==> src/include/ldr_pkg.sv <==
// constants and types shared by the descriptor ring manager
package ldr_pkg;
  // ==========
  // timing
  localparam logic [7:0] POLL_CYCLES = 8'h28; // 1600 ns re-poll gap at 40 ns
  // ==========
  // registers
  localparam logic [4:0]  OFS_CTRL       = 5'h00;
  localparam logic [4:0]  OFS_RX_RING    = 5'h04;
  localparam logic [4:0]  OFS_TX_RING    = 5'h08;
  localparam logic [4:0]  OFS_STATUS     = 5'h0C;
  localparam int          CTRL_START_BIT = 0;
  localparam int          STAT_MISSED    = 24;
  localparam logic [31:0] RING_MASK      = 32'h07FFFFF8;
  localparam logic [31:0] RING_RESET     = 32'h00000000;
  localparam int          RING_CODE_LSB  = 24;
  // ==========
  // descriptor layout
  localparam int          DESC_SHIFT    = 3;
  localparam logic [23:0] DW_ADDR_LO    = 24'h000000;
  localparam logic [23:0] DW_STATUS     = 24'h000002;
  localparam logic [23:0] DW_LENGTH     = 24'h000004;
  localparam logic [23:0] DW_PKT_LENGTH = 24'h000006;
  localparam int W1_OWN      = 15;
  localparam int W1_FAULT    = 14;
  localparam int W1_FRAMING  = 13;
  localparam int W1_OVERFLOW = 12;
  localparam int W1_CRC      = 11;
  localparam int W1_STARVED  = 10;
  localparam int W1_FIRST    = 9;
  localparam int W1_LAST     = 8;
  localparam logic [3:0] PKT_LEN_PAD = 4'h0;
  // ==========
  // state machines
  typedef enum logic [3:0] {
    RX_STOP      = 4'h0,
    RX_OWN       = 4'h1,
    RX_ADDR      = 4'h3,
    RX_LEN       = 4'h2,
    RX_READY     = 4'h6,
    RX_LOOK      = 4'h7,
    RX_CLOSE_LEN = 4'h5,
    RX_CLOSE_OWN = 4'h4,
    RX_WAIT      = 4'hC
  } ldr_rx_state_t;
  typedef enum logic [2:0] {
    TX_STOP  = 3'h0,
    TX_OWN   = 3'h1,
    TX_ADDR  = 3'h3,
    TX_LEN   = 3'h2,
    TX_SEND  = 3'h6,
    TX_CLOSE = 3'h7,
    TX_WAIT  = 3'h5
  } ldr_tx_state_t;
endpackage

==> src/hdl/ldr_ring_index.sv <==
// current-position index and descriptor addresses of one ring
`timescale 1ns/10ps
module ldr_ring_index (
  // clock and reset
  input  wire logic        clk,
  input  wire logic        rst,
  // ring setup and control
  input  wire logic [23:0] ring_base,
  input  wire logic [2:0]  count_code,
  input  wire logic        clear,
  input  wire logic        advance,
  // position
  output logic      [6:0]  index,
  output logic      [23:0] desc_addr,
  output logic      [23:0] next_addr
);
  // ==========
  // index
  logic [7:0]  span;
  logic [6:0]  wrap_mask;
  logic [6:0]  index_next;
  logic [23:0] base_aligned;

  assign span       = 8'h01 << count_code;
  assign wrap_mask  = 7'(span - 8'h01);
  assign index_next = (index + 7'h01) & wrap_mask;

  always_ff @(posedge clk) begin
    if (rst || clear) begin
      index <= 7'h00;
    end else if (advance) begin
      index <= index_next;
    end
  end

  // ==========
  // addresses: base plus eight bytes per descriptor
  assign base_aligned = {ring_base[23:3], 3'h0};
  assign desc_addr = base_aligned + {14'h0, index, 3'h0};
  assign next_addr = base_aligned + {14'h0, index_next, 3'h0};
endmodule // ldr_ring_index

==> src/hdl/ldr_ring_manager.sv <==
// receive and transmit descriptor ring manager with avalon register slave
// Notes on behaviour
// - 8-byte descriptors, 8-byte aligned
// - ring index advances, wraps to zero
// - 24-bit ring base, low bits zero
// - descriptor n at base plus 8n
// - poll rings, move data, update status
// - look one descriptor ahead only
// - hand over only, then hands off
// - bit 15 owner, written last
// - fault summary ORs four faults
// - framing: odd bits with crc fault
// - overflow fault on queue overflow
// - crc fault on bad crc
// - starved flag, retry until overflow
// - first segment on first buffer
// - last segment on last buffer
// - host writes buffer address
// - code v gives 2^v descriptors
// - word two holds negated length
// - word three holds packet length
// - one packet per buffer at most
`timescale 1ns/10ps
module ldr_ring_manager (
  // clock and reset
  input  wire logic        clk,
  input  wire logic        rst,
  // avalon-mm register slave
  input  wire logic [4:0]  avs_address,
  input  wire logic        avs_read,
  input  wire logic        avs_write,
  input  wire logic [31:0] avs_writedata,
  input  wire logic [3:0]  avs_byteenable,
  output logic      [31:0] avs_readdata,
  output logic             avs_waitrequest,
  // buffer ram master
  output logic             mem_req,
  output logic             mem_we,
  output logic      [23:0] mem_addr,
  output logic      [15:0] mem_wdata,
  output logic      [1:0]  mem_be,
  input  wire logic        mem_ack,
  input  wire logic [15:0] mem_rdata,
  // received byte stream
  input  wire logic        rx_valid,
  input  wire logic [7:0]  rx_data,
  input  wire logic        rx_last,
  input  wire logic        rx_crc_bad,
  input  wire logic        rx_dribble,
  // transmit engine
  output logic             tx_req,
  output logic      [23:0] tx_buf_addr,
  output logic      [11:0] tx_buf_length,
  output logic             tx_first_segment,
  output logic             tx_last_segment,
  input  wire logic        tx_done
);
  // ==========
  // register slave
  logic        ctrl_start_reg;
  logic [31:0] rx_ring_reg;
  logic [31:0] tx_ring_reg;
  logic        missed_reg;
  logic        bus_ack_reg;
  logic [31:0] rdata_reg;
  logic [31:0] rd_mux;
  logic        wr_en;
  logic [31:0] be_mask;
  ldr_pkg::ldr_rx_state_t rx_state_reg;
  ldr_pkg::ldr_tx_state_t tx_state_reg;
  logic [6:0]  rx_index;
  logic [6:0]  tx_index;

  assign be_mask = {{8{avs_byteenable[3]}}, {8{avs_byteenable[2]}}, {8{avs_byteenable[1]}},
                    {8{avs_byteenable[0]}}};

  // one wait cycle on every access keeps the read mux off the bus path
  assign avs_waitrequest = (avs_read | avs_write) & ~bus_ack_reg;
  assign wr_en           = avs_write & bus_ack_reg;
  assign avs_readdata    = rdata_reg;

  always_comb begin
    rd_mux = 32'h00000000;
    case (avs_address)
      ldr_pkg::OFS_CTRL:    rd_mux = {31'h0, ctrl_start_reg};
      ldr_pkg::OFS_RX_RING: rd_mux = rx_ring_reg;
      ldr_pkg::OFS_TX_RING: rd_mux = tx_ring_reg;
      ldr_pkg::OFS_STATUS:  rd_mux = {7'h0, missed_reg, 4'h0, rx_state_reg, 1'b0, tx_index,
                                      1'b0, rx_index};
      default:              rd_mux = 32'h00000000;
    endcase
  end

  always_ff @(posedge clk) begin
    if (rst) begin
      bus_ack_reg <= 1'b0;
      rdata_reg   <= 32'h00000000;
    end else begin
      bus_ack_reg <= (avs_read | avs_write) & ~bus_ack_reg;
      if (avs_read && !bus_ack_reg) begin
        rdata_reg <= rd_mux;
      end
    end
  end

  always_ff @(posedge clk) begin
    if (rst) begin
      ctrl_start_reg <= 1'b0;
      rx_ring_reg    <= ldr_pkg::RING_RESET;
      tx_ring_reg    <= ldr_pkg::RING_RESET;
    end else if (wr_en) begin
      if (avs_address == ldr_pkg::OFS_CTRL && avs_byteenable[0]) begin
        ctrl_start_reg <= avs_writedata[ldr_pkg::CTRL_START_BIT];
      end
      if (avs_address == ldr_pkg::OFS_RX_RING) begin
        rx_ring_reg <= (rx_ring_reg & ~be_mask | avs_writedata & be_mask) & ldr_pkg::RING_MASK;
      end
      if (avs_address == ldr_pkg::OFS_TX_RING) begin
        tx_ring_reg <= (tx_ring_reg & ~be_mask | avs_writedata & be_mask) & ldr_pkg::RING_MASK;
      end
    end
  end

  // ==========
  // rings
  logic        rx_advance;
  logic        tx_advance;
  logic [23:0] rx_desc;
  logic [23:0] rx_next;
  logic [23:0] tx_desc;

  ldr_ring_index u_rx_ring (
    .clk        (clk),
    .rst        (rst),
    .ring_base  (rx_ring_reg[23:0]),
    .count_code (rx_ring_reg[ldr_pkg::RING_CODE_LSB +: 3]),
    .clear      (~ctrl_start_reg),
    .advance    (rx_advance),
    .index      (rx_index),
    .desc_addr  (rx_desc),
    .next_addr  (rx_next)
  );

  ldr_ring_index u_tx_ring (
    .clk        (clk),
    .rst        (rst),
    .ring_base  (tx_ring_reg[23:0]),
    .count_code (tx_ring_reg[ldr_pkg::RING_CODE_LSB +: 3]),
    .clear      (~ctrl_start_reg),
    .advance    (tx_advance),
    .index      (tx_index),
    .desc_addr  (tx_desc),
    .next_addr  ()
  );

  // ==========
  // buffer ram arbiter, receive first
  logic        rx_want, rx_we, tx_want, tx_we;
  logic [23:0] rx_addr, tx_addr;
  logic [15:0] rx_wdata, tx_wdata;
  logic [1:0]  rx_be;
  logic        owner_tx_reg, rx_ack, tx_ack;

  assign rx_ack = mem_req & mem_ack & ~owner_tx_reg;
  assign tx_ack = mem_req & mem_ack & owner_tx_reg;

  always_ff @(posedge clk) begin
    if (rst) begin
      mem_req      <= 1'b0;
      mem_we       <= 1'b0;
      mem_addr     <= 24'h000000;
      mem_wdata    <= 16'h0000;
      mem_be       <= 2'h0;
      owner_tx_reg <= 1'b0;
    end else if (mem_req) begin
      if (mem_ack) begin
        mem_req <= 1'b0;
      end
    end else if (rx_want) begin
      {mem_req, mem_we, mem_addr, mem_wdata, mem_be} <= {1'b1, rx_we, rx_addr, rx_wdata, rx_be};
      owner_tx_reg <= 1'b0;
    end else if (tx_want) begin
      {mem_req, mem_we, mem_addr, mem_wdata, mem_be} <= {1'b1, tx_we, tx_addr, tx_wdata, 2'h3};
      owner_tx_reg <= 1'b1;
    end
  end

  // ==========
  // receive byte holding word
  logic [15:0] hold_data;
  logic [1:0]  hold_be;
  logic        hold_half, hold_full, hold_last;
  logic        pkt_open_reg, in_pkt_reg, drop_reg, end_pend_reg;
  logic        take, start_ok, hold_written;

  // a new packet only starts in a fresh, empty buffer
  assign start_ok = ~pkt_open_reg & ~in_pkt_reg & (rx_state_reg == ldr_pkg::RX_READY);
  assign take     = rx_valid & ~drop_reg & ~hold_full & (pkt_open_reg | start_ok);
  assign hold_written = rx_ack & (rx_state_reg == ldr_pkg::RX_READY);

  always_ff @(posedge clk) begin
    if (rst || !ctrl_start_reg) begin
      {hold_half, hold_full, hold_last, pkt_open_reg, drop_reg} <= 5'h00;
      hold_data <= 16'h0000;
      hold_be   <= 2'h0;
    end else begin
      if (hold_written) begin
        hold_full <= 1'b0;
        hold_last <= 1'b0;
      end
      if (take && !hold_half) begin
        hold_data[7:0] <= rx_data;
        hold_half      <= ~rx_last;
        hold_full      <= rx_last;
        hold_last      <= rx_last;
        hold_be        <= 2'h1;
      end else if (take) begin
        hold_data[15:8] <= rx_data;
        hold_half       <= 1'b0;
        hold_full       <= 1'b1;
        hold_last       <= rx_last;
        hold_be         <= 2'h3;
      end
      if (take) begin
        pkt_open_reg <= ~rx_last;
      end else if (rx_valid && rx_last) begin
        pkt_open_reg <= 1'b0;
      end
      if (rx_valid && rx_last) begin
        drop_reg <= 1'b0;
      end else if (rx_valid && !take) begin
        drop_reg <= 1'b1;
      end
    end
  end

  // ==========
  // receive ring walker
  logic [7:0]  buf_hi, next_hi;
  logic [15:0] buf_lo;
  logic [11:0] buf_len, buf_cnt, pkt_len, nbytes;
  logic [7:0]  rx_poll_cnt;
  logic        seg_first, last_reg;
  logic        f_fram, f_ovf, f_crc, f_starved, fault, rx_end_now;
  logic [15:0] rx_status_word;

  assign nbytes = (hold_be == 2'h3) ? 12'h002 : 12'h001;
  assign fault  = f_fram | f_ovf | f_crc | f_starved;
  assign rx_end_now = end_pend_reg & ~hold_full & ~hold_half;
  assign rx_status_word = {1'b0, fault, f_fram, f_ovf, f_crc, f_starved, seg_first, last_reg,
                           buf_hi};

  always_comb begin
    rx_want  = 1'b0;
    rx_we    = 1'b0;
    rx_addr  = rx_desc + ldr_pkg::DW_STATUS;
    rx_wdata = rx_status_word;
    rx_be    = 2'h3;
    case (rx_state_reg)
      ldr_pkg::RX_OWN:       rx_want = 1'b1;
      ldr_pkg::RX_ADDR: begin
        rx_want = 1'b1;
        rx_addr = rx_desc + ldr_pkg::DW_ADDR_LO;
      end
      ldr_pkg::RX_LEN: begin
        rx_want = 1'b1;
        rx_addr = rx_desc + ldr_pkg::DW_LENGTH;
      end
      ldr_pkg::RX_READY: begin
        rx_want  = hold_full & (buf_cnt < buf_len);
        rx_we    = 1'b1;
        rx_addr  = {buf_hi, buf_lo} + {12'h000, buf_cnt};
        rx_wdata = hold_data;
        rx_be    = hold_be;
      end
      ldr_pkg::RX_LOOK: begin
        rx_want = 1'b1;
        rx_addr = rx_next + ldr_pkg::DW_STATUS;
      end
      ldr_pkg::RX_CLOSE_LEN: begin
        rx_want  = 1'b1;
        rx_we    = 1'b1;
        rx_addr  = rx_desc + ldr_pkg::DW_PKT_LENGTH;
        rx_wdata = {ldr_pkg::PKT_LEN_PAD, pkt_len};
      end
      ldr_pkg::RX_CLOSE_OWN: begin
        rx_want = 1'b1;
        rx_we   = 1'b1;
      end
      default:               rx_want = 1'b0;
    endcase
  end

  assign rx_advance = rx_ack & (rx_state_reg == ldr_pkg::RX_CLOSE_OWN);

  always_ff @(posedge clk) begin
    if (rst || !ctrl_start_reg) begin
      rx_state_reg <= ldr_pkg::RX_STOP;
      {buf_hi, next_hi, buf_lo} <= 32'h0;
      {buf_len, buf_cnt, pkt_len} <= 36'h0;
      rx_poll_cnt <= 8'h00;
      {seg_first, last_reg, in_pkt_reg, end_pend_reg} <= 4'h8;
      {f_fram, f_ovf, f_crc, f_starved} <= 4'h0;
    end else begin
      case (rx_state_reg)
        ldr_pkg::RX_STOP:  rx_state_reg <= ldr_pkg::RX_OWN;
        ldr_pkg::RX_OWN: if (rx_ack) begin
          buf_hi      <= mem_rdata[7:0];
          rx_poll_cnt <= ldr_pkg::POLL_CYCLES;
          rx_state_reg <= mem_rdata[ldr_pkg::W1_OWN] ? ldr_pkg::RX_ADDR : ldr_pkg::RX_WAIT;
        end
        ldr_pkg::RX_WAIT: begin
          rx_poll_cnt <= rx_poll_cnt - 8'h01;
          if (rx_poll_cnt <= 8'h01) begin
            rx_state_reg <= ldr_pkg::RX_OWN;
          end
        end
        ldr_pkg::RX_ADDR: if (rx_ack) begin
          buf_lo       <= mem_rdata;
          rx_state_reg <= ldr_pkg::RX_LEN;
        end
        ldr_pkg::RX_LEN: if (rx_ack) begin
          buf_len      <= 12'(~mem_rdata[11:0] + 12'h001);
          buf_cnt      <= 12'h000;
          rx_state_reg <= ldr_pkg::RX_READY;
        end
        ldr_pkg::RX_READY: begin
          if (hold_written) begin
            buf_cnt    <= buf_cnt + nbytes;
            pkt_len    <= pkt_len + nbytes;
            in_pkt_reg <= 1'b1;
            if (hold_last) begin
              last_reg     <= 1'b1;
              rx_state_reg <= ldr_pkg::RX_CLOSE_LEN;
            end
          end else if (hold_full && buf_cnt >= buf_len) begin
            rx_state_reg <= ldr_pkg::RX_LOOK;
          end else if (rx_end_now && in_pkt_reg) begin
            last_reg     <= 1'b1;
            rx_state_reg <= ldr_pkg::RX_CLOSE_LEN;
          end
        end
        ldr_pkg::RX_LOOK: if (rx_ack) begin
          if (mem_rdata[ldr_pkg::W1_OWN]) begin
            next_hi      <= mem_rdata[7:0];
            rx_state_reg <= ldr_pkg::RX_CLOSE_OWN;
          end else if (f_ovf) begin
            last_reg     <= 1'b1;
            rx_state_reg <= ldr_pkg::RX_CLOSE_LEN;
          end
        end
        ldr_pkg::RX_CLOSE_LEN: if (rx_ack) begin
          rx_state_reg <= ldr_pkg::RX_CLOSE_OWN;
        end
        ldr_pkg::RX_CLOSE_OWN: if (rx_ack) begin
          if (last_reg) begin
            {seg_first, last_reg, in_pkt_reg, end_pend_reg} <= 4'h8;
            pkt_len      <= 12'h000;
            rx_state_reg <= ldr_pkg::RX_OWN;
          end else begin
            seg_first    <= 1'b0;
            buf_hi       <= next_hi;
            rx_state_reg <= ldr_pkg::RX_ADDR;
          end
        end
        default:           rx_state_reg <= ldr_pkg::RX_STOP;
      endcase
      // flags clear as a descriptor closes; a same-cycle event below still wins
      if (rx_advance) begin
        {f_fram, f_ovf, f_crc, f_starved} <= 4'h0;
      end
      if (rx_valid && !drop_reg && pkt_open_reg && hold_full) begin
        f_ovf <= 1'b1;
      end
      if (rx_valid && rx_last && !take && pkt_open_reg) begin
        end_pend_reg <= 1'b1;
      end
      if (rx_valid && rx_last && (take || pkt_open_reg)) begin
        f_crc  <= rx_crc_bad;
        f_fram <= rx_crc_bad & rx_dribble;
      end
      if (rx_ack && rx_state_reg == ldr_pkg::RX_LOOK && !mem_rdata[ldr_pkg::W1_OWN]) begin
        f_starved <= 1'b1;
      end
    end
  end

  // packets that find no ready buffer are dropped whole and noted
  always_ff @(posedge clk) begin
    if (rst) begin
      missed_reg <= 1'b0;
    end else if (rx_valid && !drop_reg && !pkt_open_reg && !start_ok) begin
      missed_reg <= 1'b1;
    end else if (wr_en && avs_address == ldr_pkg::OFS_STATUS && avs_byteenable[3] &&
                 avs_writedata[ldr_pkg::STAT_MISSED]) begin
      missed_reg <= 1'b0;
    end
  end

  // ==========
  // transmit ring walker
  logic [15:0] tx_w1;
  logic [7:0]  tx_poll_cnt;

  assign tx_req           = (tx_state_reg == ldr_pkg::TX_SEND);
  assign tx_first_segment = tx_w1[ldr_pkg::W1_FIRST];
  assign tx_last_segment  = tx_w1[ldr_pkg::W1_LAST];
  assign tx_advance       = tx_ack & (tx_state_reg == ldr_pkg::TX_CLOSE);

  always_comb begin
    tx_want  = 1'b1;
    tx_we    = 1'b0;
    tx_addr  = tx_desc + ldr_pkg::DW_STATUS;
    tx_wdata = {1'b0, tx_w1[14:0]};
    case (tx_state_reg)
      ldr_pkg::TX_OWN:   tx_want = 1'b1;
      ldr_pkg::TX_ADDR:  tx_addr = tx_desc + ldr_pkg::DW_ADDR_LO;
      ldr_pkg::TX_LEN:   tx_addr = tx_desc + ldr_pkg::DW_LENGTH;
      ldr_pkg::TX_CLOSE: tx_we   = 1'b1;
      default:           tx_want = 1'b0;
    endcase
  end

  always_ff @(posedge clk) begin
    if (rst || !ctrl_start_reg) begin
      tx_state_reg  <= ldr_pkg::TX_STOP;
      tx_w1         <= 16'h0000;
      tx_buf_addr   <= 24'h000000;
      tx_buf_length <= 12'h000;
      tx_poll_cnt   <= 8'h00;
    end else begin
      case (tx_state_reg)
        ldr_pkg::TX_STOP:  tx_state_reg <= ldr_pkg::TX_OWN;
        ldr_pkg::TX_OWN: if (tx_ack) begin
          tx_w1       <= mem_rdata;
          tx_poll_cnt <= ldr_pkg::POLL_CYCLES;
          tx_state_reg <= mem_rdata[ldr_pkg::W1_OWN] ? ldr_pkg::TX_ADDR : ldr_pkg::TX_WAIT;
        end
        ldr_pkg::TX_WAIT: begin
          tx_poll_cnt <= tx_poll_cnt - 8'h01;
          if (tx_poll_cnt <= 8'h01) begin
            tx_state_reg <= ldr_pkg::TX_OWN;
          end
        end
        ldr_pkg::TX_ADDR: if (tx_ack) begin
          tx_buf_addr  <= {tx_w1[7:0], mem_rdata};
          tx_state_reg <= ldr_pkg::TX_LEN;
        end
        ldr_pkg::TX_LEN: if (tx_ack) begin
          tx_buf_length <= 12'(~mem_rdata[11:0] + 12'h001);
          tx_state_reg  <= ldr_pkg::TX_SEND;
        end
        ldr_pkg::TX_SEND: if (tx_done) begin
          tx_state_reg <= ldr_pkg::TX_CLOSE;
        end
        ldr_pkg::TX_CLOSE: if (tx_ack) begin
          tx_state_reg <= ldr_pkg::TX_OWN;
        end
        default:           tx_state_reg <= ldr_pkg::TX_STOP;
      endcase
    end
  end
endmodule // ldr_ring_manager

==> config.mk <==
export PLATFORM = sky130hd
export DESIGN_NAME = ldr_ring_manager
export DESIGN_NICKNAME = d
export VERILOG_FILES = /design/src/include/ldr_pkg.sv /design/src/hdl/ldr_ring_index.sv /design/src/hdl/ldr_ring_manager.sv
export SDC_FILE = /design/constraint.sdc
export NUM_CORES = 1
export LEC_CHECK = 0
export BUFFER_PORTS_ARGS = -buffer_cell sky130_fd_sc_hd__buf_2
export CORE_UTILIZATION = 54
export DETAILED_ROUTE_END_ITERATION = 6
export PLACE_DENSITY = 0.87
export SYNTH_ARGS = -nofsm -noshare
export SYNTH_HDL_FRONTEND = slang
export SYNTH_SLANG_ARGS = --single-unit
==> constraint.sdc <==
create_clock -name clk -period 3.2 [get_ports clk]
set_input_delay 0.32 -clock clk [delete_from_list [all_inputs] [get_ports clk]]
set_output_delay 0.32 -clock clk [all_outputs]
set_load 0.01 [all_outputs]
Word level (Yosys, flattened, before mapping). Cells that the tools add are included.

Register bits: 315. Output and inout bits: 116. Bits in writable memories: 0. Logic and storage cells: 326. Memories kept: 0. Input bits: 75. Latch bits: 0. ROM bits: 0.

Divide/modulo/power cells: 0. Add/subtract/negate cells: 19. $mul: 0. Multiplexer cells: 97. Shift operators: 2. Equality and inequality tests: 41. Bitwise logic cells: 42. Order comparisons: 4. Reduce and logical (&&, ||, !) cells: 77.

Operators by type and width (number): $pmux W24 S5 (1); $pmux W27 S4 (1); $and A27 B27 Y27 (3); $add A24 B10 Y24 (3); $add A24 B2 Y24 const B (3); $add A24 B3 Y24 const B (3); $mux W12 (5); $mux W4 (14); $or A27 B27 Y27 (2); $mux W24 (2); $pmux W12 S2 (2); $pmux W24 S2 (1); $pmux W8 S2 (3); $mux W1 (43); $mux W8 (5); $pmux W4 S9 (1); $ne A2 B2 Y1 const B (17); $mux W16 (2); $pmux W16 S2 (1); $reduce_bool A2 Y1 (15); $not A27 Y27 (1); $reduce_and A2 Y1 (13); $add A12 B2 Y12 (2); $add A24 B12 Y24 (1); 48 further kinds (138).

Logic depth before layout (Yosys ltp).
Word-level depth: 10. Mapped depth: 17. Mapped depth without buffers: 15.

Hierarchy. A second synthesis with hierarchy kept.

Cell total of the unflattened synthesis: 2554. Area total of the unflattened synthesis: 19444.9 um2.

By module, submodules not included: ldr_ring_manager (seq. area each 5925.7 um2, cells an instance 2154, area each 16412.0 um2, times used 1); ldr_ring_index (seq. area each 140.1 um2, cells an instance 200, area each 1516.5 um2, times used 2).

Worst setup path after synthesis. No wires, ideal clock.

Path kind: reg2reg. From: reg with a tool-made name. To: reg mem_addr[18]. Data required time: 3.068 ns. Library setup time: 0.132 ns. Stages on the path, launching flop included: 17. Arrival time: 3.272 ns. Period minus slack after synthesis: 3.404 ns. Setup slack: -0.204 ns. Path buffers: 2. Cells stage by stage: dfxtp_1 clkbuf_1 or3_1 ha_1 clkbuf_1 nor2_1 mux2i_1 o21ai_0 and2_1 ha_1 and3_1 a22o_1 o41a_4 and4_1 mux2i_1 a2111oi_0 nor3_1.

RTL lines: to (signal assigned) (RTL line ldr_ring_manager.sv:180) `{mem_req, mem_we, mem_addr, mem_wdata, mem_be} <= {1'b1, rx_we, rx_addr, rx_wdata, rx_be};`; to (signal assigned) (RTL line ldr_ring_manager.sv:183) `{mem_req, mem_we, mem_addr, mem_wdata, mem_be} <= {1'b1, tx_we, tx_addr, tx_wdata, 2'h3};`; to (decl) (RTL line ldr_ring_manager.sv:39) `output logic [23:0] mem_addr,`.

==> impl_metrics.tcl <==
set metrics [dict create \
    yosys_warnings 0 \
    via_per_inst 6.31 \
    gp_congestion 0.971 \
    reg2reg_depth 15 \
    synth.distinct_cells 104 \
    drt_iter0_markers 2015 \
    status "complete, but fails checks" \
    violations "negative setup slack" \
    fp.coreArea_um2 31500 \
    p_clk_share_pct 49.5 \
    synthCells 2235 \
    cts-root-buf "clkbuf_16" \
    totalPowerFinal_w 0.00807 \
    min_from "rx_data[7]" \
    routed_wl_um 57100 \
    seq_power_share_pct 47.9 \
    ctsHoldBuffers 0 \
    nNetsFinal 2521 \
    clk_path_buf_depth 3 \
    ff2ff_setup_slack_ns -0.06 \
    post-place-ws_ns -0.112 \
    required_ns 3.62 \
    hold_viol_final 0 \
    die_w_um 181 \
    hold_path_end "hold_data[7]$_SDFFE_PP0P_" \
    critPathKind "reg2reg" \
    hp-class "in2reg" \
    start_util_pct 54.7 \
    crit_path_end_kind "flip-flop" \
    drive_above_1_share_pct 17.0 \
    antenna_cells 0 \
    cts.htree.levels 2 \
    ant_nets 0 \
    hold_depth 3 \
    switching_share_pct 23.5 \
    synth_ff_type "dfxtp_1" \
    path_max_fanout 6 \
    setup_slack_ns -0.0636 \
    p_leak_nw 7.41 \
    period_minus_slack_ns 3.26 \
    cts_tree "yes" \
    skew_ns 0.0190 \
    synth_top_area_share_pct 36.0 \
    grt_pass1_wl_um 88500 \
    synth-edff-count 0 \
    syn2layout_area_growth_pct 15.3 \
    num_rows 65 \
    fin_crit_sh_pct 102 \
    worstPathArrival_ns 3.69 \
    maxSlewViolCount 0 \
    grt_pass1_vias 16300 \
    slew_headroom_pct 36.6 \
    p_comb_share_pct 2.6 \
    intPower_w 0.00617 \
    switchingPower_w 0.00190 \
    die-height_um 181 \
    ys_async_sr_fraction_pct 0 \
    synth.area.top_cells "dfxtp_1 (36%), a21oi_1 (8.0%), nand2_1 (7.8%)" \
    ys_ff_latch 310 \
    vias 17700 \
    clkSinkCount 310 \
    cts.clk_slew.worst_paths_ns 0.06 \
    clock_latency_ns 0.54 \
    route.detailed.drc 0 \
    synth_area_per_cell_um2 7.70 \
    worstSetupStartpointType "flip-flop" \
    cts_buffers 35 \
    peakVddDrop_uv 451 \
    fmax_mhz 306 \
    netlist_area_um2 17200 \
    port_buffers 178 \
    r2r-end "mem_addr[12]$_SDFFE_PP0P_" \
    setup_violations 4 \
    fin_util_pct 63.1 \
    grt_max_degree 53 \
    grt.overflow.total 0 \
    maxCapViolCount 0 \
    ys_seq_area_share_pct 36.0 \
    drt_pass1_iterations 6 \
    power_density_nw_per_um2 406 \
    tightest_slew_ns 0.951 \
    synth_area_leader_cell "dfxtp_1" \
    io_pins 191 \
    route.detailed.wl_per_inst_um 20.3 \
    rsz0062_at_grt "true" \
    dp_hpwl_um 41300 \
    dieArea_um2 32600 \
    antenna_found_initial 0 \
    grtUsageTotal_pct 33.8 \
]
through the flow:
step / instances / TNS [ns] / area, um^2 / hold WS, ns
3_5_place_dp: 2742 / -0.220 / 18600 / 0.440
6_report: 2810 / -0.120 / 19800 / 0.0331
5_1_grt: 2810 / -0.833 / 19800 / 0.0620
3_3_place_gp: 2742 / -0.0767 / 18600 / 0.437
4_1_cts: 2805 / -0.0721 / 19800 / 0.0272
2_1_floorplan: 2239 / -0.126 / 17300 / 0.432
power by group through the flow:
| stage | Clock, W | Sequential [W] | Combinational (W) |
|---|---|---|---|
| finish | 0.00399 | 0.00387 | 0.000212 |
| global route | 0.00414 | 0.00386 | 0.000223 |
| CTS | 0.00399 | 0.00387 | 0.000205 |
| detailed placement | 0 | 0.00395 | 0.000203 |
| global placement | 0 | 0.00395 | 0.000201 |
| floorplan | 0 | 0.00395 | 0.000107 |
area by class of cell:
type	count	area [um^2]
Inverter	43	161
Sequential cell	310	6210
Tap cell	402	503
Fill cell	2672	11600
Clock buffer	45	963
Multi-Input combinational cell	1721	10200
Timing Repair Buffer	271	1620
Clock inverter	18	173
worst max-delay path: stages (launching register included):
cell	delay, ns
dfxtp_2	0.32
or3_4	0.40
ha_4	0.19
nor2_1	0.08
mux2i_1	0.08
o21ai_1	0.14
and2_4	0.18
ha_4	0.20
and3_1	0.15
a22o_1	0.21
o41a_4	0.40
a32oi_2	0.22
buf_4	0.15
o31a_1	0.11
nand4_1	0.09
a32o_1	0.23
cell usage after synthesis (15+ instances only):
library cell / count
and3_1: 21
nor4_1: 15
nor3_1: 41
nand2_1: 356
nor2_1: 262
a21oi_1: 275
mux2_2: 17
a31oi_1: 15
nand3_1: 100
or3_1: 23
buf_2: 30
a311oi_1: 19
o211ai_1: 36
o21ai_0: 62
nand4_1: 21
dfxtp_1: 310
a22oi_1: 30
clkbuf_1: 108
nor2b_1: 18
mux2i_1: 42
xnor2_1: 32
ha_1: 58
inv_1: 41
a211oi_1: 42
xor2_1: 31
logic make-up after synthesis:
group | after synthesis | synth area share (%)
adders and majority gates | 65 | 4.97
AOI/OAI and AO/OA | 610 | 22.9
buffers and inverters | 208 | 5.26
and+or+nand+nor | 919 | 24.0
muxes | 59 | 3.55
other | 1 | 0.0218
DFF | 310 | 36.0
xor gates and xnor gates | 63 | 3.20
what timing repair did:
action	CTS	global route
pin swaps	4	10
setup buffers	0	5
endpoints found under the setup margin	6	12
hold endpoints to repair	0	0
gates resized for setup	6	14
cell usage in the layout, fill, tap and decap left out, drive strengths merged, types with 17 or more instances in the layout:
| cell type | count |
|---|---|
| a21oi | 279 |
| xor2 | 31 |
| xnor2 | 32 |
| or3 | 23 |
| and3 | 21 |
| mux2 | 17 |
| nand4 | 21 |
| o211ai | 38 |
| dfxtp | 310 |
| mux2i | 42 |
| nor2 | 265 |
| ha | 58 |
| o21ai | 66 |
| nor2b | 18 |
| a311oi | 19 |
| a211oi | 44 |
| inv | 43 |
| a22oi | 30 |
| nand2 | 357 |
| clkbuf | 45 |
| nor3 | 43 |
| nand3 | 100 |
| buf | 271 |
per-layer routing:
metal  wire length [um]  share of wire [%]  track usage (%)
met1              24000                 42             45.6
met2              25200                 44             53.8
met3               5430                9.5             4.99
met4               2570                4.5             14.4
met5                  0                  0                0
how the worst max path moves through the flow:
stage,from,to,slack (ns),depth (start not counted)
after floorplan,flip-flop,mem_addr[18]$_SDFFE_PP0P_,-0.08,16
after global placement,flip-flop,mem_addr[18]$_SDFFE_PP0P_,-0.03,14
after detailed placement,flip-flop,mem_addr[16]$_SDFFE_PP0P_,-0.11,14
after CTS,flip-flop,mem_addr[16]$_SDFFE_PP0P_,-0.06,14
after global routing,flip-flop,mem_addr[22]$_SDFFE_PP0P_,-0.16,15
final,flip-flop,mem_addr[12]$_SDFFE_PP0P_,-0.06,15
(Power assumes the default switching activity.)
